File: src/rtl/hbfm_pkg.sv
// constants and types for the half-bridge fault manager
// Overview of operation
// - desat pulses shorter than filter ignored
// - blank desat detection after each turn-on
// - desat after blanking registers fault, turns off
// - soft shutdown: driver hi-z, soft pulldown on
// - hold sync line low during soft shutdown
// - soft shutdown end drives fault line low
// - desat fault latched until fault clear
// - soft shutdown masks undervoltage and external shutdown
// - desat monitor active only while output on
// - sync line is shared wired-low peer link
// - sync line low freezes both outputs
// - desat keeps priority while frozen
// - fault line low forces hard shutdown
// - low-side undervoltage pulls fault line, unlatched
// - external shutdown unlatched, clear has no effect
// - both inputs on turns both outputs off
// - fault clear releases line, outputs follow
// - opposite input ignored during soft shutdown
// - boost stage only for initial on interval
// - high-side undervoltage latches high output off
// - dead time between one off, other on
package hbfm_pkg;
    localparam int unsigned CLK_HZ = 100_000_000;
    localparam int unsigned FILTER_NS = 500;
    localparam int unsigned BLANK_NS = 3000;
    localparam int unsigned SOFT_NS = 9600;
    localparam int unsigned BOOST_NS = 400;
    localparam int unsigned DEAD_NS = 330;
    localparam int unsigned CLK_NS = 1_000_000_000 / CLK_HZ;
    // least times round up
    localparam int unsigned FILTER_CYC = (FILTER_NS + CLK_NS - 1) / CLK_NS;
    localparam int unsigned BLANK_CYC = (BLANK_NS + CLK_NS - 1) / CLK_NS;
    localparam int unsigned SOFT_CYC = (SOFT_NS + CLK_NS - 1) / CLK_NS;
    localparam int unsigned DEAD_CYC = (DEAD_NS + CLK_NS - 1) / CLK_NS;
    // longest time rounds down
    localparam int unsigned BOOST_CYC = BOOST_NS / CLK_NS;
    localparam int CNT_W = 11;
    localparam logic [CNT_W-1:0] CNT_ZERO = 11'h000;
    localparam logic [CNT_W-1:0] CNT_ONE = 11'h001;
    localparam int NSIDE = 2;
    localparam int SIDE_HI = 1;
    localparam int SIDE_LO = 0;
    typedef enum logic [1:0] {
        HBFM_RUN = 2'b00,
        HBFM_SOFT = 2'b01,
        HBFM_LATCHED = 2'b11
    } hbfm_state_e;
endpackage

File: src/rtl/hbfm_core.sv
// half-bridge protection, soft shutdown, freeze and drive sequencing
module hbfm_core (
    // clock and reset
    input wire logic sys_clk_i,
    input wire logic reset_i,
    // controller commands
    input wire logic high_in_i,
    input wire logic low_in_i,
    input wire logic fault_clear_input_i,
    // supply monitors
    input wire logic low_supply_undervoltage_i,
    input wire logic high_supply_undervoltage_i,
    // desat comparators
    input wire logic high_side_desat_sense_i,
    input wire logic low_side_desat_sense_i,
    // shared active-low lines, pin level in, pull-down out
    input wire logic sync_fault_line_i,
    output logic sync_fault_line_o,
    output logic sync_fault_line_oe_o,
    input wire logic fault_shutdown_line_i,
    output logic fault_shutdown_line_o,
    output logic fault_shutdown_line_oe_o,
    // output stages: [1] high side, [0] low side
    output logic [hbfm_pkg::NSIDE-1:0] primary_drive_o,
    output logic [hbfm_pkg::NSIDE-1:0] boost_drive_o,
    output logic [hbfm_pkg::NSIDE-1:0] driver_hiz_o,
    output logic [hbfm_pkg::NSIDE-1:0] soft_pulldown_output_o
);
    import hbfm_pkg::*;

    localparam int NSYNC = 7;
    logic [NSYNC-1:0] raw_in;
    logic [NSYNC-1:0] meta_q;
    logic [NSYNC-1:0] sync_q;
    logic hin_s, lin_s, clr_s, uvl_s, uvh_s, sfl_s, fsl_s;
    logic [NSIDE-1:0] desat_s;

    assign raw_in = {high_in_i, low_in_i, fault_clear_input_i, low_supply_undervoltage_i,
                     high_supply_undervoltage_i, sync_fault_line_i, fault_shutdown_line_i};

    always_ff @(posedge sys_clk_i or posedge reset_i) begin
        if (reset_i) begin
            // lines idle high, everything else idle low
            meta_q <= 7'h03;
            sync_q <= 7'h03;
        end else begin
            meta_q <= raw_in;
            sync_q <= meta_q;
        end
    end

    assign {hin_s, lin_s, clr_s, uvl_s, uvh_s, sfl_s, fsl_s} = sync_q;

    logic [NSIDE-1:0] desat_meta_q;
    logic [NSIDE-1:0] desat_sync_q;
    always_ff @(posedge sys_clk_i or posedge reset_i) begin
        if (reset_i) begin
            desat_meta_q <= 2'h0;
            desat_sync_q <= 2'h0;
        end else begin
            desat_meta_q <= {high_side_desat_sense_i, low_side_desat_sense_i};
            desat_sync_q <= desat_meta_q;
        end
    end
    assign desat_s = desat_sync_q;

    hbfm_state_e state_q;
    logic soft_side_q;
    logic [CNT_W-1:0] soft_cnt_q;
    logic [NSIDE-1:0] out_q;
    logic [NSIDE-1:0] cmd;
    logic [NSIDE-1:0] want;
    logic [NSIDE-1:0] desat_evt;
    logic [NSIDE-1:0] filt_ok;
    logic [NSIDE-1:0] blank_done;
    logic sync_drive_q, fault_drive_q;
    logic freeze, hard_sd, in_soft, soft_last;
    logic uvh_latch_q, hin_prev_q;
    logic [CNT_W-1:0] dead_cnt_q;

    assign in_soft = (state_q == HBFM_SOFT);
    // last soft cycle: stage and sync line must release together
    assign soft_last = in_soft && (soft_cnt_q == CNT_W'(SOFT_CYC - 1));
    // line low from anyone freezes; our own drive is on the wire too
    assign freeze = !sfl_s || sync_drive_q;
    // soft shutdown masks external shutdown and undervoltage
    assign hard_sd = !in_soft && (!fsl_s || uvl_s || state_q == HBFM_LATCHED);

    // per-side filter and blanking counters
    for (genvar s = 0; s < NSIDE; s++) begin : g_side
        logic [CNT_W-1:0] filt_q;
        logic [CNT_W-1:0] blank_q;
        always_ff @(posedge sys_clk_i or posedge reset_i) begin
            if (reset_i) begin
                filt_q <= CNT_ZERO;
            end else if (!desat_s[s] || !out_q[s]) begin
                filt_q <= CNT_ZERO;
            end else if (filt_q != CNT_W'(FILTER_CYC)) begin
                filt_q <= filt_q + CNT_ONE;
            end
        end
        always_ff @(posedge sys_clk_i or posedge reset_i) begin
            if (reset_i) begin
                blank_q <= CNT_ZERO;
            end else if (!out_q[s]) begin
                blank_q <= CNT_ZERO;
            end else if (blank_q != CNT_W'(BLANK_CYC)) begin
                blank_q <= blank_q + CNT_ONE;
            end
        end
        assign filt_ok[s] = (filt_q == CNT_W'(FILTER_CYC));
        assign blank_done[s] = (blank_q == CNT_W'(BLANK_CYC));
        // only valid while on; freeze does not mask it
        assign desat_evt[s] = filt_ok[s] && blank_done[s] && out_q[s];

        // boost stage counter
        logic [CNT_W-1:0] boost_q;
        always_ff @(posedge sys_clk_i or posedge reset_i) begin
            if (reset_i) begin
                boost_q <= CNT_ZERO;
                boost_drive_o[s] <= 1'b0;
            end else if (!out_q[s] || in_soft || hard_sd) begin
                boost_q <= CNT_ZERO;
                boost_drive_o[s] <= 1'b0;
            end else if (boost_q != CNT_W'(BOOST_CYC)) begin
                boost_q <= boost_q + CNT_ONE;
                boost_drive_o[s] <= (boost_q + CNT_ONE) != CNT_W'(BOOST_CYC);
            end else begin
                boost_drive_o[s] <= 1'b0;
            end
        end
    end

    // fault sequencing
    always_ff @(posedge sys_clk_i or posedge reset_i) begin
        if (reset_i) begin
            state_q <= HBFM_RUN;
            soft_side_q <= 1'b0;
            soft_cnt_q <= CNT_ZERO;
        end else begin
            case (state_q)
                HBFM_RUN, HBFM_LATCHED: begin
                    // desat has top priority, even when frozen or latched
                    if (|desat_evt) begin
                        state_q <= HBFM_SOFT;
                        soft_side_q <= desat_evt[SIDE_HI];
                        soft_cnt_q <= CNT_ZERO;
                    end else if (state_q == HBFM_LATCHED && clr_s) begin
                        state_q <= HBFM_RUN;
                    end
                end
                HBFM_SOFT: begin
                    if (soft_cnt_q == CNT_W'(SOFT_CYC - 1)) begin
                        state_q <= HBFM_LATCHED;
                    end else begin
                        soft_cnt_q <= soft_cnt_q + CNT_ONE;
                    end
                end
                default: state_q <= HBFM_RUN;
            endcase
        end
    end

    // high-side undervoltage latch, needs a new rising edge after recovery
    always_ff @(posedge sys_clk_i or posedge reset_i) begin
        if (reset_i) begin
            uvh_latch_q <= 1'b0;
            hin_prev_q <= 1'b0;
        end else begin
            hin_prev_q <= hin_s;
            if (uvh_s) begin
                uvh_latch_q <= 1'b1;
            end else if (hin_s && !hin_prev_q) begin
                uvh_latch_q <= 1'b0;
            end
        end
    end

    // anti shoot-through on the command pair
    always_comb begin
        cmd = {hin_s, lin_s};
        if (hin_s && lin_s) begin
            cmd = 2'h0;
        end
        if (uvh_latch_q || uvh_s) begin
            cmd[SIDE_HI] = 1'b0;
        end
    end

    // dead time: a side may only turn on after the other has been off for the dead time
    always_ff @(posedge sys_clk_i or posedge reset_i) begin
        if (reset_i) begin
            dead_cnt_q <= CNT_ZERO;
        end else if (|out_q) begin
            dead_cnt_q <= CNT_ZERO;
        end else if (dead_cnt_q != CNT_W'(DEAD_CYC)) begin
            dead_cnt_q <= dead_cnt_q + CNT_ONE;
        end
    end

    always_comb begin
        want = out_q;
        if (cmd != out_q) begin
            want = cmd & out_q;
            if (out_q == 2'h0 && dead_cnt_q == CNT_W'(DEAD_CYC)) begin
                want = cmd;
            end
        end
    end

    // logical on state of each output
    always_ff @(posedge sys_clk_i or posedge reset_i) begin
        if (reset_i) begin
            out_q <= 2'h0;
        end else if (in_soft || |desat_evt) begin
            out_q <= 2'h0;
        end else if (hard_sd) begin
            out_q <= 2'h0;
        end else if (freeze) begin
            out_q <= out_q;
        end else begin
            out_q <= want;
        end
    end

    // pin stages
    always_ff @(posedge sys_clk_i or posedge reset_i) begin
        if (reset_i) begin
            primary_drive_o <= 2'h0;
            driver_hiz_o <= 2'h0;
            soft_pulldown_output_o <= 2'h0;
        end else begin
            for (int s = 0; s < NSIDE; s++) begin
                if (|desat_evt ? desat_evt[s] : (in_soft && !soft_last && soft_side_q == (s == SIDE_HI))) begin
                    primary_drive_o[s] <= 1'b0;
                    driver_hiz_o[s] <= 1'b1;
                    soft_pulldown_output_o[s] <= 1'b1;
                end else begin
                    primary_drive_o[s] <= out_q[s] && !in_soft && !hard_sd;
                    driver_hiz_o[s] <= 1'b0;
                    soft_pulldown_output_o[s] <= 1'b0;
                end
            end
        end
    end

    // shared line pull-downs; the low level is always 0, enable drives it
    always_ff @(posedge sys_clk_i or posedge reset_i) begin
        if (reset_i) begin
            sync_drive_q <= 1'b0;
            fault_drive_q <= 1'b0;
        end else begin
            sync_drive_q <= (|desat_evt) || (in_soft && soft_cnt_q != CNT_W'(SOFT_CYC - 1));
            fault_drive_q <= (state_q == HBFM_LATCHED && !clr_s && !(|desat_evt))
                             || (in_soft && soft_cnt_q == CNT_W'(SOFT_CYC - 1))
                             || (uvl_s && !in_soft);
        end
    end

    assign sync_fault_line_o = 1'b0;
    assign sync_fault_line_oe_o = sync_drive_q;
    assign fault_shutdown_line_o = 1'b0;
    assign fault_shutdown_line_oe_o = fault_drive_q;
endmodule

File: config.mk
export PLATFORM = sky130hd
export DESIGN_NAME = hbfm_core
export DESIGN_NICKNAME = d
export VERILOG_FILES = /design/src/rtl/hbfm_pkg.sv /design/src/rtl/hbfm_core.sv
export SDC_FILE = /design/constraint.sdc
export NUM_CORES = 1
export LEC_CHECK = 0
export BUFFER_PORTS_ARGS = -buffer_cell sky130_fd_sc_hd__buf_4
export CORE_AREA = 3 3 150 152
export CTS_BUF_LIST = sky130_fd_sc_hd__clkbuf_4 sky130_fd_sc_hd__clkbuf_8
export DETAILED_ROUTE_END_ITERATION = 7
export DIE_AREA = 0 0 153 155
export PLACE_DENSITY_LB_ADDON = 0.05
export SKIP_CTS_REPAIR_TIMING = 1
export SYNTH_ARGS = -nofsm -noshare
export SYNTH_HDL_FRONTEND = slang
export SYNTH_SLANG_ARGS = --single-unit
export TNS_END_PERCENT = 10
File: constraint.sdc
create_clock -name sys_clk_i -period 3.7 [get_ports sys_clk_i]
set_input_delay 0.185 -clock sys_clk_i [delete_from_list [all_inputs] [get_ports sys_clk_i]]
set_output_delay 0.185 -clock sys_clk_i [all_outputs]
set_load 0.02 [all_outputs]
Yosys cells after proc, flatten, opt, wreduce, memory -nomap -nowiden

Index checks and enable logic that the tools add are counted.

Output and inout bits: 12
Word-level logic and storage cells: 163
Bits in registers: 121
Input port bits: 11

Reductions and logical operators: 64
Muxes and demuxes: 40
Add/sub/neg operators: 8
Bitwise logic cells: 2
Equality and inequality tests: 26

Operators by type and width:

| kind                                                                      | count |
|---|---|
| 11-bit two-way mux                                                        | 16 |
| 11-bit by 1-bit adder with 11-bit output, second input constant           | 8 |
| 11-bit by 6-bit inequality test with 1-bit output, second input constant  | 7 |
| 11-bit by 6-bit == test with 1-bit output, second input constant          | 3 |
| 11-bit by 9-bit == test with 1-bit output, second input constant          | 2 |
| 11-bit by 9-bit inequality test with 1-bit output, second input constant  | 2 |
| 11-bit one-hot mux with 2 select lines                                    | 1 |
| 1-bit logical AND                                                         | 21 |
| 2-bit two-way mux                                                         | 9 |
| 1-bit logical OR                                                          | 14 |
| 2-bit nonzero test                                                        | 7 |
| 1-bit two-way mux                                                         | 13 |
| 1-bit logical NOT                                                         | 12 |
| 11-bit by 10-bit == test with 1-bit output, second input constant         | 1 |
| 11-bit by 10-bit inequality test with 1-bit output, second input constant | 1 |
| 2-bit by 1-bit inequality test with 1-bit output, second input constant   | 3 |
| 2-bit AND reduction                                                       | 3 |
| 2-bit OR reduction                                                        | 3 |
| 2-bit logical NOT                                                         | 2 |
| 2-bit inequality test, second input constant                              | 2 |
| 2-bit one-hot mux with 2 select lines                                     | 1 |
| 3-bit by 1-bit inequality test with 1-bit output, second input constant   | 1 |
| 3-bit inequality test, second input constant                              | 1 |
| 3-bit AND reduction                                                       | 1 |
| 6 further kinds                                                           | 6 |

Logic depth before layout (Yosys ltp)

Depth after elaboration: 9
Gate-level depth with buffers: 8
Mapped depth without buffers: 7

Worst setup path after synthesis

Ideal clock, no wire load.

Path type: flip-flop to flip-flop
Start: reg g_side[0].blank_q[0]
End: reg soft_cnt_q[0]
Slack: 1.795 ns
Library setup time: 0.069 ns
Clock period less this slack: 1.905 ns
Stages on the path, launching flop included: 8
Required time: 3.631 ns
Path buffers: 0
Data arrival time: 1.836 ns
Cell sequence: dfrtp_1 inv_1 ha_1 and4bb_2 nand3_4 o221a_4 or4_1 nand3_1

Longest elaborated chain between the ends: 6

Ends and longest elaborated chain:

| element                                   | line             | source |
|---|---|---|
| from (decl)                               | hbfm_core.sv:92  | `logic [CNT_W-1:0] blank_q;` |
| from (signal assigned)                    | hbfm_core.sv:108 | `blank_q <= blank_q + CNT_ONE;` |
| 11-bit by 9-bit == test with 1-bit output | hbfm_core.sv:112 | `assign blank_done[s] = (blank_q == CNT_W'(BLANK_CYC));` |
| 1-bit logical AND (2 in series)           | hbfm_core.sv:114 | `assign desat_evt[s] = filt_ok[s] && blank_done[s] && out_q[s];` |
| 2-bit OR reduction                        | hbfm_core.sv:144 | `if (\|desat_evt) begin` |
| 2-bit inequality test (no source line)    | n/a              |  |
| 3-bit AND reduction (no source line)      | n/a              |  |
| to (signal assigned)                      | hbfm_core.sv:156 | `soft_cnt_q <= soft_cnt_q + CNT_ONE;` |
| to (decl)                                 | hbfm_core.sv:69  | `logic [CNT_W-1:0] soft_cnt_q;` |

Every way passes these cells.
A chain may end at the register's enable or synchronous reset.

Worst setup path after layout

Start: reg state_q[1]
End: reg primary_drive_o[0] (netlist bit)

Longest elaborated chain between the ends: 7
Elaborated cells between the ends (all ways): 14
Classes of those cells: eq/ne: 2; mux: 2; reduce/logical: 10

Ends and longest elaborated chain:

| element                                  | line             | source |
|---|---|---|
| from (decl)                              | hbfm_core.sv:67  | `hbfm_state_e state_q;` |
| from (signal assigned)                   | hbfm_core.sv:137 | `state_q <= HBFM_RUN;` |
| from (signal assigned)                   | hbfm_core.sv:145 | `state_q <= HBFM_SOFT;` |
| from (signal assigned)                   | hbfm_core.sv:149 | `state_q <= HBFM_RUN;` |
| 2-bit by 1-bit == test with 1-bit output | hbfm_core.sv:81  | `assign in_soft = (state_q == HBFM_SOFT);` |
| 1-bit logical AND                        | hbfm_core.sv:83  | `assign soft_last = in_soft && (soft_cnt_q == CNT_W'(SOFT_CYC - 1));` |
| 1-bit logical NOT                        | hbfm_core.sv:234 | `if (\|desat_evt ? desat_evt[s] : (in_soft && !soft_last && soft_side_q == (s == SIDE_HI))) begin` |
| 1-bit logical AND (2 in series)          | hbfm_core.sv:234 |  |
| 1-bit two-way mux                        | hbfm_core.sv:234 |  |
| 1-bit two-way mux *                      | hbfm_core.sv:234 |  |
| to (signal, indexed assignment)          | hbfm_core.sv:239 | `primary_drive_o[s] <= out_q[s] && !in_soft && !hard_sd;` |
| to (decl)                                | hbfm_core.sv:24  | `output logic [hbfm_pkg::NSIDE-1:0] primary_drive_o,` |

Mark *: on every way between the ends. The rest lies on a longest branch, timed or not.

==> run summary <==
GP Congestion -> 0.745
# port buffers -> 20
Die area -> 0.0237 sq mm
Vias/cell -> 4.72
VDD IR max -> 194 uV
Yosys top cell area share -> 0.478
Final hold vios -> 0
First-pass GRT wire length -> 22,800 microns
Worst Hold Class -> reg -> reg
CP required -> 3.99 ns
CP max FO -> 19
Setup slack after layout -> 1.37 ns
Drc violations -> 0
Clock Skew -> 0.00918 ns
P&R area growth vs syn -> 15.3%
Crit path arrival time -> 2.62 ns
Pleak -> 2.87 nW
Vias in the first global route -> 4,410
Sequential share of the synthesized area -> 0.495
Fin Setup TNS -> 0 ns
# diodes -> 0
Syn Inst Count -> 600
Synth Flop Type -> dfrtp_1
Latest clock arrival within the worst-skew pair -> 0.43 ns
# rows -> 53
Area of the multi-input gates -> 0.00288 sq mm
CTS tree -> built
Max-Slew Margin vs Limit -> 0.488
Final worst-path cycle share -> 0.629
Critical Path Sink Type -> register
Area leader, netlist -> dfrtp_1
Max-slew violation count -> 0
Clk buf depth -> 2
Post-synthesis cell type count -> 67
IO Pins -> 23
1st-iter DRT viols -> 173
Die height -> 155 microns
Placed cell count -> 879
Status -> finished, final reports clean
Final WL -> 13,200 microns
Final Instance Count excl. Fillers -> 921
Final nets -> 665
Max-cap violation count -> 0
Antenna violations before repair -> 0
Post-synth EDFFs -> 0
# fillers -> 2,127
Reg area -> 0.00303 sq mm
Initial DRT Pass Iterations -> 4
Total number of vias -> 4,349
Gr usage total -> 0.119
Final HPWL DP -> 9030 microns
Clock slew at reported path FFs -> 0.07 ns
RSZ-0062 raised after global routing -> false
Fmax -> 430 MHz
Drt wl/cell -> 14.3 microns
Pin count of the biggest net entering global routing -> 58
Synth top area cells -> dfrtp_1 (48%), nor2_1 (5.6%), ha_1 (4.3%)
Grt total ovfl -> 0
YS warnings -> 0
Maximum level of the CTS H-tree -> 4
Least-Margin Pin Slew -> 0.768 ns
Dpl ws -> 1.41 ns
Die Wd -> 153 microns
Mean post-synth cell area -> 10.2 sq um
Core area -> 0.0212 sq mm
Fin crit period -> 2.33 ns
Cell Area, Synth -> 0.00612 sq mm
Startpoint Class -> register
Setup violators final -> 0
Clock Tree Root -> clkbuf_8
Setup CP Type -> reg -> reg
Ys async rst share -> 1.00
Pwr Density -> 412 mW/mm^2
Cts bufs inserted -> 17
Routed Antenna Nets -> 0
CTS sink cnt -> 121
Initial Util -> 0.289
Flops & latches, synth -> 121
Share of layout cells above drive strength 1 -> 0.139
==> metrics by stage <==
stage          hold slack [ns]   util  total power, W  area [sq um]
2_1_floorplan            0.189      -         0.00156          6130
4_1_cts                 -0.186  0.329         0.00297          6960
3_3_place_gp             0.294  0.308         0.00160          6520
5_1_grt                  0.353  0.334         0.00308          7060
3_5_place_dp             0.295  0.308         0.00161          6520
6_report                 0.350  0.334         0.00291          7060
==> worst paths after layout <==
kind	start	end	slack [ns]	cells after the start
min in group asynchronous	reset_i	g_side[1].filt_q[6]	0.43	3
min reg2reg	meta_q[5]	sync_q[5]	0.35	0
max in group asynchronous	reset_i	sync_q[0]	2.39	4
min	meta_q[5]	sync_q[5]	0.35	0
max reg2reg	state_q[1]	primary_drive_o[0]	1.37	5
max	state_q[1]	primary_drive_o[0]	1.37	5
==> where the power goes <==
| part | switching [W] | internal (W) |
|---|---|---|
| clock | 0.000552 | 0.000775 |
| combinational | 0.0000884 | 0.0000761 |
| sequential | 0.0000513 | 0.00137 |
| total | 0.000691 | 0.00222 |
==> worst max-delay path, cell delays in order (launching register included) <==
cell and delay (ns):
dfrtp_1 0.42, inv_1 0.11, ha_1 0.59, or2b_2 0.45
o31ai_1 0.55, nor2_1 0.08
==> cells in the final DEF, fill, tap and decap left out, drive strengths merged, types with 10 or more instances in the layout <==
cell         synthesis  final
nor3                11     11
dlygate4sd3          0     10
o21ai               17     17
dfrtp              117    117
nand4               18     18
inv                 22     22
a21oi               16     16
xnor2               28     28
xor2                30     30
and3                13     13
nor2                92     92
clkbuf              12     20
ha                  21     21
nand2               40     40
buf                  8     23
nand3               42     42
nor4b               10     10
==> flip-flops by register name, indices dropped and copies added (netlist names), 7 cells and up <==
| name | count |
|---|---|
| g_side.blank_q | 22 |
| g_side.boost_q | 22 |
| g_side.filt_q | 22 |
| dead_cnt_q | 11 |
| soft_cnt_q | 11 |
| meta_q | 7 |
| sync_q | 7 |
==> layout make-up <==
| cell class | instances | area share |
|---|---|---|
| sequential | 121 | 0.429 |
| multi-input combinational | 437 | 0.408 |
| tap | 275 | 0.0487 |
| timing repair buffer | 33 | 0.0386 |
| clock buffer | 20 | 0.0381 |
| clock inverter | 12 | 0.0244 |
| inverter | 23 | 0.0126 |
==> per-layer routing <==
layer / GRT usage / vias up / share of wire
li1: - / 2159 / -
met1: 0.160 / 2127 / 0.49
met2: 0.187 / 51 / 0.46
met3: 0.0331 / 12 / 0.029
met4: 0.0361 / 0 / 0.014
met5: 0 / - / 0
==> synth_stat cells, types with 3 or more instances <==
library cell,instances
nand2_1,40
nand4_1,17
nor3b_1,5
xnor2_1,28
or4_1,3
mux2i_1,4
dfstp_2,4
a31oi_1,5
or3_1,5
inv_1,22
and2_1,6
mux2_2,6
buf_4,5
a211oi_1,5
a21oi_1,16
clkbuf_1,9
o31ai_1,6
nand4b_1,3
nor3_1,11
nor2_1,92
nor4b_1,5
o21ai_0,16
xor2_1,30
nor4_1,6
nor4b_2,3
nor2b_1,3
and3_1,12
o41ai_1,4
nand3_1,41
ha_1,21
nand2b_1,7
dfrtp_1,117
==> cell families after synthesis <==
family,count (synthesis),synth area share
other,1,0.000612
flip-flops,121,0.495
buffers and inverters,43,0.0345
AO/OA/AOI/OAI,71,0.0805
adder cells (fa/ha/maj),21,0.0429
XOR/XNOR,58,0.0830
multiplexers,10,0.0176
AND/OR/NAND/NOR,275,0.246
Note: power is estimated with default switching activity, not from simulation.
